==> src/rwi_cfg.svh <==
`ifndef RWI_CFG_SVH
`define RWI_CFG_SVH

// Program counter vectors.
`define RWI_RESET_VEC 21'h000000
`define RWI_HI_VEC 21'h000008
`define RWI_LO_VEC 21'h000018

// Port A reset values and the mask that hides bits 7 and 6.
`define RWI_DIR_RST 8'hFF
`define RWI_LAT_POR 8'h00
`define RWI_PA_LOW_MASK 8'h3F

// Interrupt flags: bit 7 is unimplemented and reads as zero.
`define RWI_FLAG_IMPL 8'h7F
`define RWI_FLAG_RST 8'h00

// Hardware stack pointer limits.
`define RWI_SP_RST 5'h00
`define RWI_SP_MAX 5'h1F

// Bit positions of the upper and high top-of-stack bytes.
`define RWI_TOS_UPPER_LSB 16
`define RWI_TOS_HIGH_LSB 8

`endif

==> src/rwi_pkg.sv <==
package rwi_pkg;

    // Core run state.
    typedef enum logic [0:0] {
        RWI_RUN = 1'b0,
        RWI_SLEEP = 1'b1
    } rwi_mode_e;

    // Cause of the most recent reset.
    typedef enum logic [2:0] {
        RWI_CAUSE_POR = 3'b000,
        RWI_CAUSE_BOR = 3'b001,
        RWI_CAUSE_PIN = 3'b010,
        RWI_CAUSE_WDT = 3'b011,
        RWI_CAUSE_INSTR = 3'b100,
        RWI_CAUSE_STACK = 3'b101
    } rwi_cause_e;

    // Whole state of the controller.
    typedef struct packed {
        rwi_mode_e mode;
        logic [20:0] pc;
        logic [20:0] tos;
        logic [4:0] sp;
        logic stack_full;
        logic [7:0] pa_in;
        logic [7:0] pa_lat;
        logic [7:0] pa_dir;
        logic [7:0] flags;
        rwi_cause_e cause;
    } rwi_state_s;

endpackage

==> src/rwi_core.sv <==
`timescale 1ns/1ps
`default_nettype none
`include "rwi_cfg.svh"

// Contract
// - Interrupt wake with enable pushes PC to top-of-stack.
// - Same wake advances hardware stack pointer; at 1Fh it stays and sets stack full.
// - Same wake loads vector 0008h high, 0018h low.
// - Wake caused by an enabled flag or the watchdog wake; a flag is left set.
// - Unimplemented bits always read as zero.
// - Port A bits 7:6 exist only when freed.
// - Unchanged bits keep value through reset or wake.
// - Condition-dependent bits follow the reset cause.
// - Every device reset sends PC to 0000h.
module rwi_core
    import rwi_pkg::*;
(
    // Clock and power-on reset.
    input wire logic mclk,
    input wire logic reset,
    // Other reset sources.
    input wire logic dev_rst_req,
    input wire rwi_cause_e dev_rst_cause,
    // Core activity.
    input wire logic pc_step,
    input wire logic sleep_req,
    input wire logic wdt_wake,
    // Interrupt control.
    input wire logic high_prio_global_irq_enable,
    input wire logic low_prio_global_irq_enable,
    input wire logic [7:0] irq_enable,
    input wire logic [7:0] irq_high_prio,
    input wire logic [7:0] irq_flag_set,
    input wire logic [7:0] irq_flag_clr,
    // Port A.
    input wire logic osc_frees_ra67,
    input wire logic [7:0] port_a_pins,
    input wire logic latch_wr,
    input wire logic [7:0] latch_wdata,
    input wire logic dir_wr,
    input wire logic [7:0] dir_wdata,
    // State seen by software.
    output logic asleep,
    output logic [20:0] pc,
    output logic [7:0] stack_top_upper,
    output logic [7:0] stack_top_high,
    output logic [7:0] stack_top_low,
    output logic [4:0] hw_stack_pointer,
    output logic stack_full,
    output logic [7:0] periph_irq_flag_regs,
    output logic [7:0] port_a_input,
    output logic [7:0] port_a_latch,
    output logic [7:0] port_a_direction,
    output rwi_cause_e reset_cause
);

    localparam rwi_state_s RST_STATE = '{
        mode: RWI_RUN,
        pc: `RWI_RESET_VEC,
        tos: 21'h000000,
        sp: `RWI_SP_RST,
        stack_full: 1'b0,
        pa_in: 8'h00,
        pa_lat: `RWI_LAT_POR,
        pa_dir: `RWI_DIR_RST,
        flags: `RWI_FLAG_RST,
        cause: RWI_CAUSE_POR
    };

    rwi_state_s s_q;
    rwi_state_s s_d;
    rwi_state_s rst_val;
    logic [7:0] pa_mask;
    logic [7:0] flags_live;
    logic hi_pend;
    logic lo_pend;
    logic irq_wake;
    logic full_reset;

    // Next-state logic; reset sources override wake, wake overrides run.
    always_comb begin
        s_d = s_q;
        pa_mask = osc_frees_ra67 ? 8'hFF : `RWI_PA_LOW_MASK;
        // Hidden port bits must read zero from the very first reset edge, not one cycle later.
        rst_val = RST_STATE;
        rst_val.pa_dir = `RWI_DIR_RST & pa_mask;
        // Set wins over clear so a flag raised while software clears it is kept.
        flags_live = ((s_q.flags & ~irq_flag_clr) | irq_flag_set) & `RWI_FLAG_IMPL;
        hi_pend = |(s_q.flags & irq_enable & irq_high_prio);
        lo_pend = |(s_q.flags & irq_enable & ~irq_high_prio);
        irq_wake = hi_pend | lo_pend;
        full_reset = (dev_rst_cause == RWI_CAUSE_POR) || (dev_rst_cause == RWI_CAUSE_BOR);
        s_d.flags = flags_live;
        s_d.pa_in = port_a_pins & pa_mask;
        if (latch_wr) begin
            s_d.pa_lat = latch_wdata;
        end
        if (dir_wr) begin
            s_d.pa_dir = dir_wdata;
        end
        unique case (s_q.mode)
            RWI_RUN: begin
                if (sleep_req) begin
                    s_d.mode = RWI_SLEEP;
                end else if (pc_step) begin
                    s_d.pc = 21'(s_q.pc + 21'h000001);
                end
            end
            RWI_SLEEP: begin
                // Flags are left as they are so software can see the wake source.
                if (irq_wake) begin
                    s_d.mode = RWI_RUN;
                    if ((hi_pend && high_prio_global_irq_enable) ||
                        (lo_pend && low_prio_global_irq_enable)) begin
                        s_d.tos = s_q.pc;
                        // The pointer saturates; the full flag tells software it was lost.
                        if (s_q.sp == `RWI_SP_MAX) begin
                            s_d.stack_full = 1'b1;
                        end else begin
                            s_d.sp = 5'(s_q.sp + 5'h01);
                        end
                        if (hi_pend && high_prio_global_irq_enable) begin
                            s_d.pc = `RWI_HI_VEC;
                        end else begin
                            s_d.pc = `RWI_LO_VEC;
                        end
                    end
                end else if (wdt_wake) begin
                    s_d.mode = RWI_RUN;
                end
            end
        endcase
        if (dev_rst_req) begin
            s_d.mode = RWI_RUN;
            s_d.pc = `RWI_RESET_VEC;
            s_d.sp = `RWI_SP_RST;
            s_d.stack_full = 1'b0;
            s_d.pa_dir = `RWI_DIR_RST;
            s_d.flags = `RWI_FLAG_RST;
            s_d.cause = dev_rst_cause;
            // Latch survives all but power and brown-out resets.
            s_d.pa_lat = full_reset ? `RWI_LAT_POR : s_q.pa_lat;
        end
        // Masking after all writes keeps hidden port bits at zero.
        s_d.pa_lat = s_d.pa_lat & pa_mask;
        s_d.pa_dir = s_d.pa_dir & pa_mask;
    end

    // State register.
    always_ff @(posedge mclk) begin
        if (reset) begin
            s_q <= rst_val;
        end else begin
            s_q <= s_d;
        end
    end

    // Outputs come straight from the state register.
    assign asleep = (s_q.mode == RWI_SLEEP);
    assign pc = s_q.pc;
    assign stack_top_upper = {3'h0, s_q.tos[20:`RWI_TOS_UPPER_LSB]};
    assign stack_top_high = s_q.tos[15:`RWI_TOS_HIGH_LSB];
    assign stack_top_low = s_q.tos[7:0];
    assign hw_stack_pointer = s_q.sp;
    assign stack_full = s_q.stack_full;
    assign periph_irq_flag_regs = s_q.flags;
    assign port_a_input = s_q.pa_in;
    assign port_a_latch = s_q.pa_lat;
    assign port_a_direction = s_q.pa_dir;
    assign reset_cause = s_q.cause;

    hi_vector_a: assert property (@(posedge mclk) disable iff (reset)
        (s_q.mode == RWI_SLEEP && hi_pend && high_prio_global_irq_enable && !dev_rst_req)
        |=> (pc == `RWI_HI_VEC && !asleep))
        else $error("High priority wake did not load the high vector.");

    lo_vector_a: assert property (@(posedge mclk) disable iff (reset)
        (s_q.mode == RWI_SLEEP && !hi_pend && lo_pend && low_prio_global_irq_enable
         && !dev_rst_req) |=> (pc == `RWI_LO_VEC))
        else $error("Low priority wake did not load the low vector.");

    tos_push_a: assert property (@(posedge mclk) disable iff (reset)
        (s_q.mode == RWI_SLEEP && irq_wake && !dev_rst_req &&
         ((hi_pend && high_prio_global_irq_enable) || (lo_pend && low_prio_global_irq_enable)))
        |=> ({stack_top_upper[4:0], stack_top_high, stack_top_low} == $past(pc)))
        else $error("Top of stack does not hold the pre-wake program counter.");

    sp_advance_a: assert property (@(posedge mclk) disable iff (reset)
        (asleep && irq_wake && !dev_rst_req && hw_stack_pointer != `RWI_SP_MAX &&
         ((hi_pend && high_prio_global_irq_enable) || (lo_pend && low_prio_global_irq_enable)))
        |=> (hw_stack_pointer == 5'($past(hw_stack_pointer) + 5'h01)))
        else $error("Stack pointer did not advance on interrupt wake.");

    wake_flag_a: assert property (@(posedge mclk) disable iff (reset)
        (asleep && !dev_rst_req ##1 !asleep) |-> ($past(irq_wake) || $past(wdt_wake)))
        else $error("Left sleep with no flag and no watchdog wake.");

    reset_vec_a: assert property (@(posedge mclk) disable iff (reset)
        dev_rst_req |=> (pc == `RWI_RESET_VEC && port_a_direction == ($past(pa_mask))
                        && hw_stack_pointer == `RWI_SP_RST))
        else $error("Device reset did not restore vector, direction or pointer.");

    latch_keep_a: assert property (@(posedge mclk) disable iff (reset)
        (dev_rst_req && !full_reset && osc_frees_ra67) |=> $stable(port_a_latch))
        else $error("Latch changed across a warm reset.");

    cause_rec_a: assert property (@(posedge mclk) disable iff (reset)
        dev_rst_req |=> (reset_cause == $past(dev_rst_cause)))
        else $error("Reset cause not recorded.");

    ra_hidden_a: assert property (@(posedge mclk) disable iff (reset)
        !osc_frees_ra67 |=> ({port_a_input[7:6], port_a_latch[7:6], port_a_direction[7:6]}
                           == 6'h00))
        else $error("Port A bits 7:6 visible while not freed.");

    unimpl_zero_a: assert property (@(posedge mclk) disable iff (reset)
        ##1 (periph_irq_flag_regs[7] == 1'b0 && stack_top_upper[7:5] == 3'h0))
        else $error("Unimplemented bit read as one.");

    set_wins_a: assert property (@(posedge mclk) disable iff (reset)
        (irq_flag_set[0] && irq_flag_clr[0] && !dev_rst_req) |=> periph_irq_flag_regs[0])
        else $error("Flag set lost against a clear.");

endmodule

`default_nettype wire

==> config.mk <==
export PLATFORM = sky130hd
export DESIGN_NAME = rwi_core
export DESIGN_NICKNAME = d
export VERILOG_FILES = /design/src/rwi_pkg.sv /design/src/rwi_core.sv
export VERILOG_INCLUDE_DIRS = /design/src /design/src/src
export SDC_FILE = /design/constraint.sdc
export NUM_CORES = 1
export LEC_CHECK = 0
export ABC_AREA = 1
export BUFFER_PORTS_ARGS = -buffer_cell sky130_fd_sc_hd__buf_2
export CELL_PAD_IN_SITES_DETAIL_PLACEMENT = 1
export CELL_PAD_IN_SITES_GLOBAL_PLACEMENT = 1
export CORE_MARGIN = 2
export CORE_UTILIZATION = 26
export CTS_CLUSTER_SIZE = 16
export DETAILED_ROUTE_END_ITERATION = 6
export PLACE_DENSITY = 0.7
export SLEW_MARGIN = 5
export SYNTH_ARGS = -nofsm -noshare
export SYNTH_HDL_FRONTEND = slang
export SYNTH_SLANG_ARGS = --single-unit
==> constraint.sdc <==
create_clock -name mclk -period 1.64 [get_ports mclk]
set_clock_uncertainty 0.2 [all_clocks]
set_input_delay 0.082 -clock mclk [delete_from_list [all_inputs] [get_ports mclk]]
set_output_delay 0.082 -clock mclk [all_outputs]
set_load 0.01 [all_outputs]
==> impl_metrics.csv, run 1 <==
group,metric,value,unit
final_layout,seq_area,1693,µm²
yosys,syn-cell-area,3892,µm²
yosys,yosysUniqueCellTypes,32,
yosys,syn_area_per_cell,6.758,µm²
detailed_routing,routed_wl,18150,µm
detailed_routing,wl_per_cell,17.24,µm
grt,track_usage,0.2231,
power,pwr_density_cell,793.1,nW/µm²
power,power,0.005404,W
floorplan,dieHeight,126.4,µm
yosys,yosysTopAreaCellShare,0.4269,
detailed_routing,drc,0,
yosys,synthTopCellsByArea,"dfxtp_1, nor2_1, nand2_1",
timing,max_clock_freq,0.5828,GHz
timing,rsz0062_at_grt,"true",
status,violations,"setup timing",
timing,hold_violations,0,
critical_path,worstPathCellList,"ha_1 -> nand2_1 -> nor2_1 -> ha_1 -> nor2_2 -> nand2_8 -> o21ai_0 -> nor2_1",
placement,io_buffers,148,
yosys,ys_seq_area_frac,0.4269,
clocking,cts_root_buf,"clkbuf_16",
floorplan,die_w,126.4,µm
grt,grt_max_degree,23,
clocking,insertion_delay,0.35,ns
critical_path,crit_arrival,1.76,ns
timing,setup_viol,21,
final_layout,fin_nets,936,
yosys,synth_edf_count,0,
yosys,ys_warn_count,0,
detailed_routing,first_iter_violations,211,
detailed_routing,vias,5006,
power,leakage,3.183,nW
power,ir_drop,593.7,µV
timing,fin_ws,-0.07588,ns
placement,routabilityCongestion,0.8634,
grt,grt_pass1_vias,5464,
critical_path,path_buf_inv,0,
timing,min_period_over_period,1.046,
floorplan,fp.coreArea,14590,µm²
critical_path,cp_slowest_stage_delay,0.32,ns
floorplan,rows,44,
final_layout,fill_cells,1849,
floorplan,design.die.area,15970,µm²
placement,dp_slack,-0.1738,ns
yosys,synthArstFlopShare,0,
placement,dp_hpwl,11130,µm
clocking,clock_path_buffers,2,
final_layout,area_growth,75.06,%
detailed_routing,vias_per_cell,4.754,
grt,overflow,0,
critical_path,crit_family,"simple AND/OR/NAND/NOR gates",
clocking,ctsHtreeMaxLevel,3,
critical_path,critPathCaptureType,"register",
critical_path,slowest_stage,"dfxtp_1",
clocking,cts_made_buffers,9,
yosys,synth_ff_type,"dfxtp_1",
yosys,synthTopCellsByCount,"nor2_1, nand2_1, dfxtp_1",
floorplan,start_util,0.2668,
worst_hold_path,hp-class,"in -> reg",
floorplan,num_io_pins,157,
critical_path,cp.required,1.68,ns
status,outcome,"finished with violations",
critical_path,crit_path_max_fanout,5,
yosys,synth_area_leader_cell,"dfxtp_1",
critical_path,setup.worst_path.start_class,"register",
critical_path,worst-setup-path-type,"reg -> reg",
timing,min_period,1.716,ns
timing,drv_slew,0,
yosys,synth-seq-cells,83,
grt,antenna_found_initial,2,
job,drv_cap,0,
final_layout,drive_above_1_share,0.3945,
clocking,clkTransAtPathRegs,0.06,ns
grt,grt_pass1_wl,28040,µm
yosys,yosysMostFrequentCell,"nor2_1",
detailed_routing,detail-route-antenna-nets,0,
clocking,cts_tree,"done",
clocking,clock_sinks,83,
detailed_routing,firstDrtPassIters,4,
final_layout,multi_input_area,2163,µm²
yosys,syn_inst,576,
critical_path,r2r_slack,-0.08,ns
## registers in the layout, indices dropped and copies added (netlist names), 5 cells and up
name,count
pc,21
port_a_direction,8
port_a_input,8
port_a_latch,8
stack_top_high,8
stack_top_low,8
periph_irq_flag_regs,7
hw_stack_pointer,5
stack_top_upper,5
## cell usage in the layout (no fill, tap or decap), types with 8 or more instances in the layout
cell type,n
nand2_1,104
nand2_2,13
a21oi_1,26
buf_2,147
nor2_2,25
dfxtp_1,62
clkbuf_16,10
o21ai_2,15
nand3_1,64
dfxtp_2,19
inv_1,43
nor2_4,8
buf_4,64
o21ai_1,10
nor2_1,111
dlygate4sd3_1,75
## per-layer routing
metal  routed length [µm]  global-route usage
met5                    0                   0
met4                  727              0.1286
met3                  774             0.03922
met2                 9576              0.4061
met1                 7074              0.2420
## path summary, 6_finish.rpt
kind                        from                  end  cells past startpoint
max          hw_stack_pointer[0]  hw_stack_pointer[4]                      8
max reg2reg  hw_stack_pointer[0]  hw_stack_pointer[4]                      8
min reg2reg           stack_full           stack_full                      2
min                        reset               pc[20]                      5
## tightest hold or removal path, stage by stage
cell     delay [ns]
buf_2          0.14
nor2_2         0.09
buf_4          0.16
nand2_1        0.07
nor2_1         0.04
## per-stage QoR
stage	area [µm²]	utilization	cells	setup TNS (ns)	hold WS (ns)
3_3_place_gp	5264	0.3608	948	-0.1762	0.08342
6_report	6814	0.4671	1053	-0.8385	0.08496
4_1_cts	6581	0.4511	1048	-0.5099	0.01333
2_1_floorplan	3919	-	579	0	-0.02037
5_1_grt	6814	0.4671	1053	-4.947	0.09495
3_5_place_dp	5264	0.3608	948	-1.977	0.09623
## cells by family after synthesis
| logic type | after synthesis | share of synthesized area |
|---|---|---|
| flip-flops | 83 | 0.4269 |
| AO/OA/AOI/OAI | 62 | 0.08357 |
| adder cells (fa/ha/maj) | 3 | 0.009644 |
| buffers and inverters | 74 | 0.08518 |
| XOR/XNOR | 6 | 0.01350 |
| other | 1 | 0.0009634 |
| AND/OR/NAND/NOR | 347 | 0.3803 |
## cell type report
cell class | instances | area share
Multi-Input combinational cell | 422 | 0.3175
Clock inverter | 6 | 0.01653
Antenna cell | 2 | 0.0007345
Inverter | 48 | 0.02901
Timing Repair Buffer | 299 | 0.3210
Tap cell | 184 | 0.03379
Sequential cell | 83 | 0.2484
Clock buffer | 9 | 0.03305
## power breakdown
| group | switching (W) | leakage [nW] | internal [W] | total, W |
|---|---|---|---|---|
| Clock | 0.000910 | 0.166 | 0.00149 | 0.00240 |
| Sequential | 0.0000528 | 0.687 | 0.00208 | 0.00214 |
| Combinational | 0.000445 | 2.33 | 0.000425 | 0.000871 |
| Total | 0.00141 | 3.18 | 0.00400 | 0.00540 |
## repair_timing
| item | 4_1_cts | 5_1_grt |
|---|---|---|
| hold endpoints to repair | 35 | 5 |
| resized for setup | 48 | 80 |
| cloned | 1 | 1 |
| endpoints found under the setup margin | 43 | 58 |
| hold buffers | 73 | 3 |
| pin swaps | 8 | 13 |
| setup buffers | 11 | 0 |
(Power assumes the default switching activity.)
==> run 2, diff against run 1 <==
Settings changed: CORE_ASPECT_RATIO set to 0.9, CORE_MARGIN 2 to not set.
==> run 2 against run 1 <==
Net effect:
- the flow still finishes with violations (setup timing)
- non-clock buffer count shrank 13
- maximum frequency grew 1.2%
- first-iteration DRC count shrank 24%
- sequential power is essentially flat
- global-route usage is essentially flat
- cell count grew 0.19%
- setup slack gained 0.021 ns
- critical path depth grew 3
- utilization shrank 0.55 points
- die area shrank 3.1%
- final area shrank 0.68%
- via count shrank 1.3%
==> impl_metrics.csv, run 2 (synthesis results as in run 1) <==
group,metric,value,unit
timing,min_period,1.695,ns
detailed_routing,vias,4941,
timing,setup_viol,37,
detailed_routing,firstDrtPassIters,4,
placement,dp_hpwl,10720,µm
job,drv_cap,0,
timing,hold_violations,0,
grt,grt_pass1_vias,5249,
timing,maxSlewHeadroom,0.5214,
timing,drv_slew,0,
final_layout,fill_cells,1864,
power,ir_drop,497.2,µV
placement,dp_slack,-0.1195,ns
timing,worst_pin_slew,0.7171,ns
placement,routabilityCongestion,0.8163,
timing,fin_ws,-0.05516,ns
clocking,clkTransAtPathRegs,0.06,ns
timing,min_period_over_period,1.034,
detailed_routing,drc,0,
critical_path,crit_path_max_fanout,11,
floorplan,num_io_pins,157,
floorplan,start_util,0.2655,
detailed_routing,routed_wl,16660,µm
clocking,clock_sinks,83,
floorplan,dieHeight,118.1,µm
grt,track_usage,0.2234,
critical_path,critPathCaptureType,"register",
critical_path,setup.worst_path.start_class,"register",
floorplan,design.die.area,15460,µm²
floorplan,fp.coreArea,14660,µm²
final_layout,layout.cells.most_common,"buf_2",
critical_path,cp.required,1.68,ns
grt,grt_pass1_wl,26270,µm
final_layout,largest_reg_flops,21,
clocking,insertion_delay,0.35,ns
final_layout,fin_nets,923,
power,leakage,3.138,nW
worst_hold_path,hp-class,"in -> reg",
status,violations,"setup timing",
status,outcome,"finished with violations",
placement,post_dp_cell_area,5219,µm²
floorplan,die_w,131.0,µm
detailed_routing,vias_per_cell,4.683,
final_layout,area_growth,73.87,%
grt,antenna_found_initial,2,
detailed_routing,wl_per_cell,15.79,µm
grt,overflow,0,
final_layout,layout.cells.most_common_list,"buf_2, nor2_1, nand2_1",
timing,rsz0062_at_grt,"true",
clocking,cts_tree,"done",
detailed_routing,first_iter_violations,160,
clocking,clock_path_buffers,2,
power,pwr_density_cell,755.3,nW/µm²
placement,io_buffers,148,
final_layout,drive_above_1_share,0.4000,
final_layout,final_area,6768,µm²
timing,max_clock_freq,0.5899,GHz
floorplan,rows,42,
clocking,ctsHtreeMaxLevel,3,
grt,grt_max_degree,25,
clocking,cts_root_buf,"clkbuf_16",
clocking,cts_made_buffers,9,
critical_path,worst-setup-path-type,"reg -> reg",
critical_path,crit_arrival,1.74,ns
detailed_routing,detail-route-antenna-nets,0,
run 2: changes by cell type in the layout (fill, tap and decap cells not counted), sizes merged:
| cell | delta |
|---|---|
| clkinvlp | +1 |
| buf | -11 |
| clkbuf | +4 |
| dlygate4sd3 | -4 |
| bufinv | -2 |
run 2: cell type report:
class / count / area (µm²) / share of cell area
clock buffer: 11 / 252.7 / 0.03735
inverter: 48 / 192.7 / 0.02847
sequential: 83 / 1699 / 0.2511
timing repair buffer: 286 / 2091 / 0.3089
tap: 198 / 247.7 / 0.03661
multi-input combinational: 422 / 2220 / 0.3280
clock inverter: 5 / 60.06 / 0.008874
antenna: 2 / 5.005 / 0.0007395
run 2: stage by stage:
stage               total power, W  TNS (ns)  cells  hold WS (ns)    util
global placement          0.002732   -0.4147    954       0.08282  0.3559
global route              0.005340    -6.633   1055       0.05355  0.4616
finish                    0.005112    -1.223   1055       0.03626  0.4616
CTS                       0.005090   -0.2330   1046       0.02567  0.4380
floorplan                 0.002471         0    579      -0.02037       -
detailed placement        0.002762    -2.619    954       0.09157  0.3559
run 2: path summary, 6_finish.rpt:
kind,cells after the start,from,end,slack (ns)
worst max register to register,11,periph_irq_flag_regs[4],stack_top_high[5],-0.06
worst min-delay path,4,dev_rst_req,port_a_direction[4],0.04
worst min register to register,2,stack_full,stack_full,0.26
worst max-delay path,11,periph_irq_flag_regs[4],stack_top_high[5],-0.06
run 2: repair_timing:
action                                  in CTS  in global routing
hold buffers                                72                  0
endpoints found under the setup margin      47                 56
endpoints found under the hold margin       37                  0
pin swaps                                    6                 25
setup buffers                                3                  5
gates resized for setup                     50                 87
cloned                                       1                  3
run 2: routing by layer:
metal,up-vias,GRT usage,wire (µm)
met5,-,0,0
met3,47,0.06136,863
met2,154,0.3899,8425
li1,2379,-,-
met1,2361,0.2498,6743
met4,0,0.09698,626
run 2: worst max-delay path, stage by stage, from the launching register on:
cell and delay [ns]:
dfxtp_2 0.34, nand3_2 0.07, nand2_1 0.07, nor2_1 0.12
nand2_1 0.09, nand2_2 0.13, nand2_4 0.09, nand2_8 0.12
inv_8 0.06, buf_12 0.15, nor2_1 0.09, nor2_1 0.05
run 2: power by group:
part / internal (W) / switching, W / total, W
clock: 0.00127 / 0.000880 / 0.00215
combinational: 0.000407 / 0.000416 / 0.000824
sequential: 0.00208 / 0.0000568 / 0.00214
total: 0.00376 / 0.00135 / 0.00511
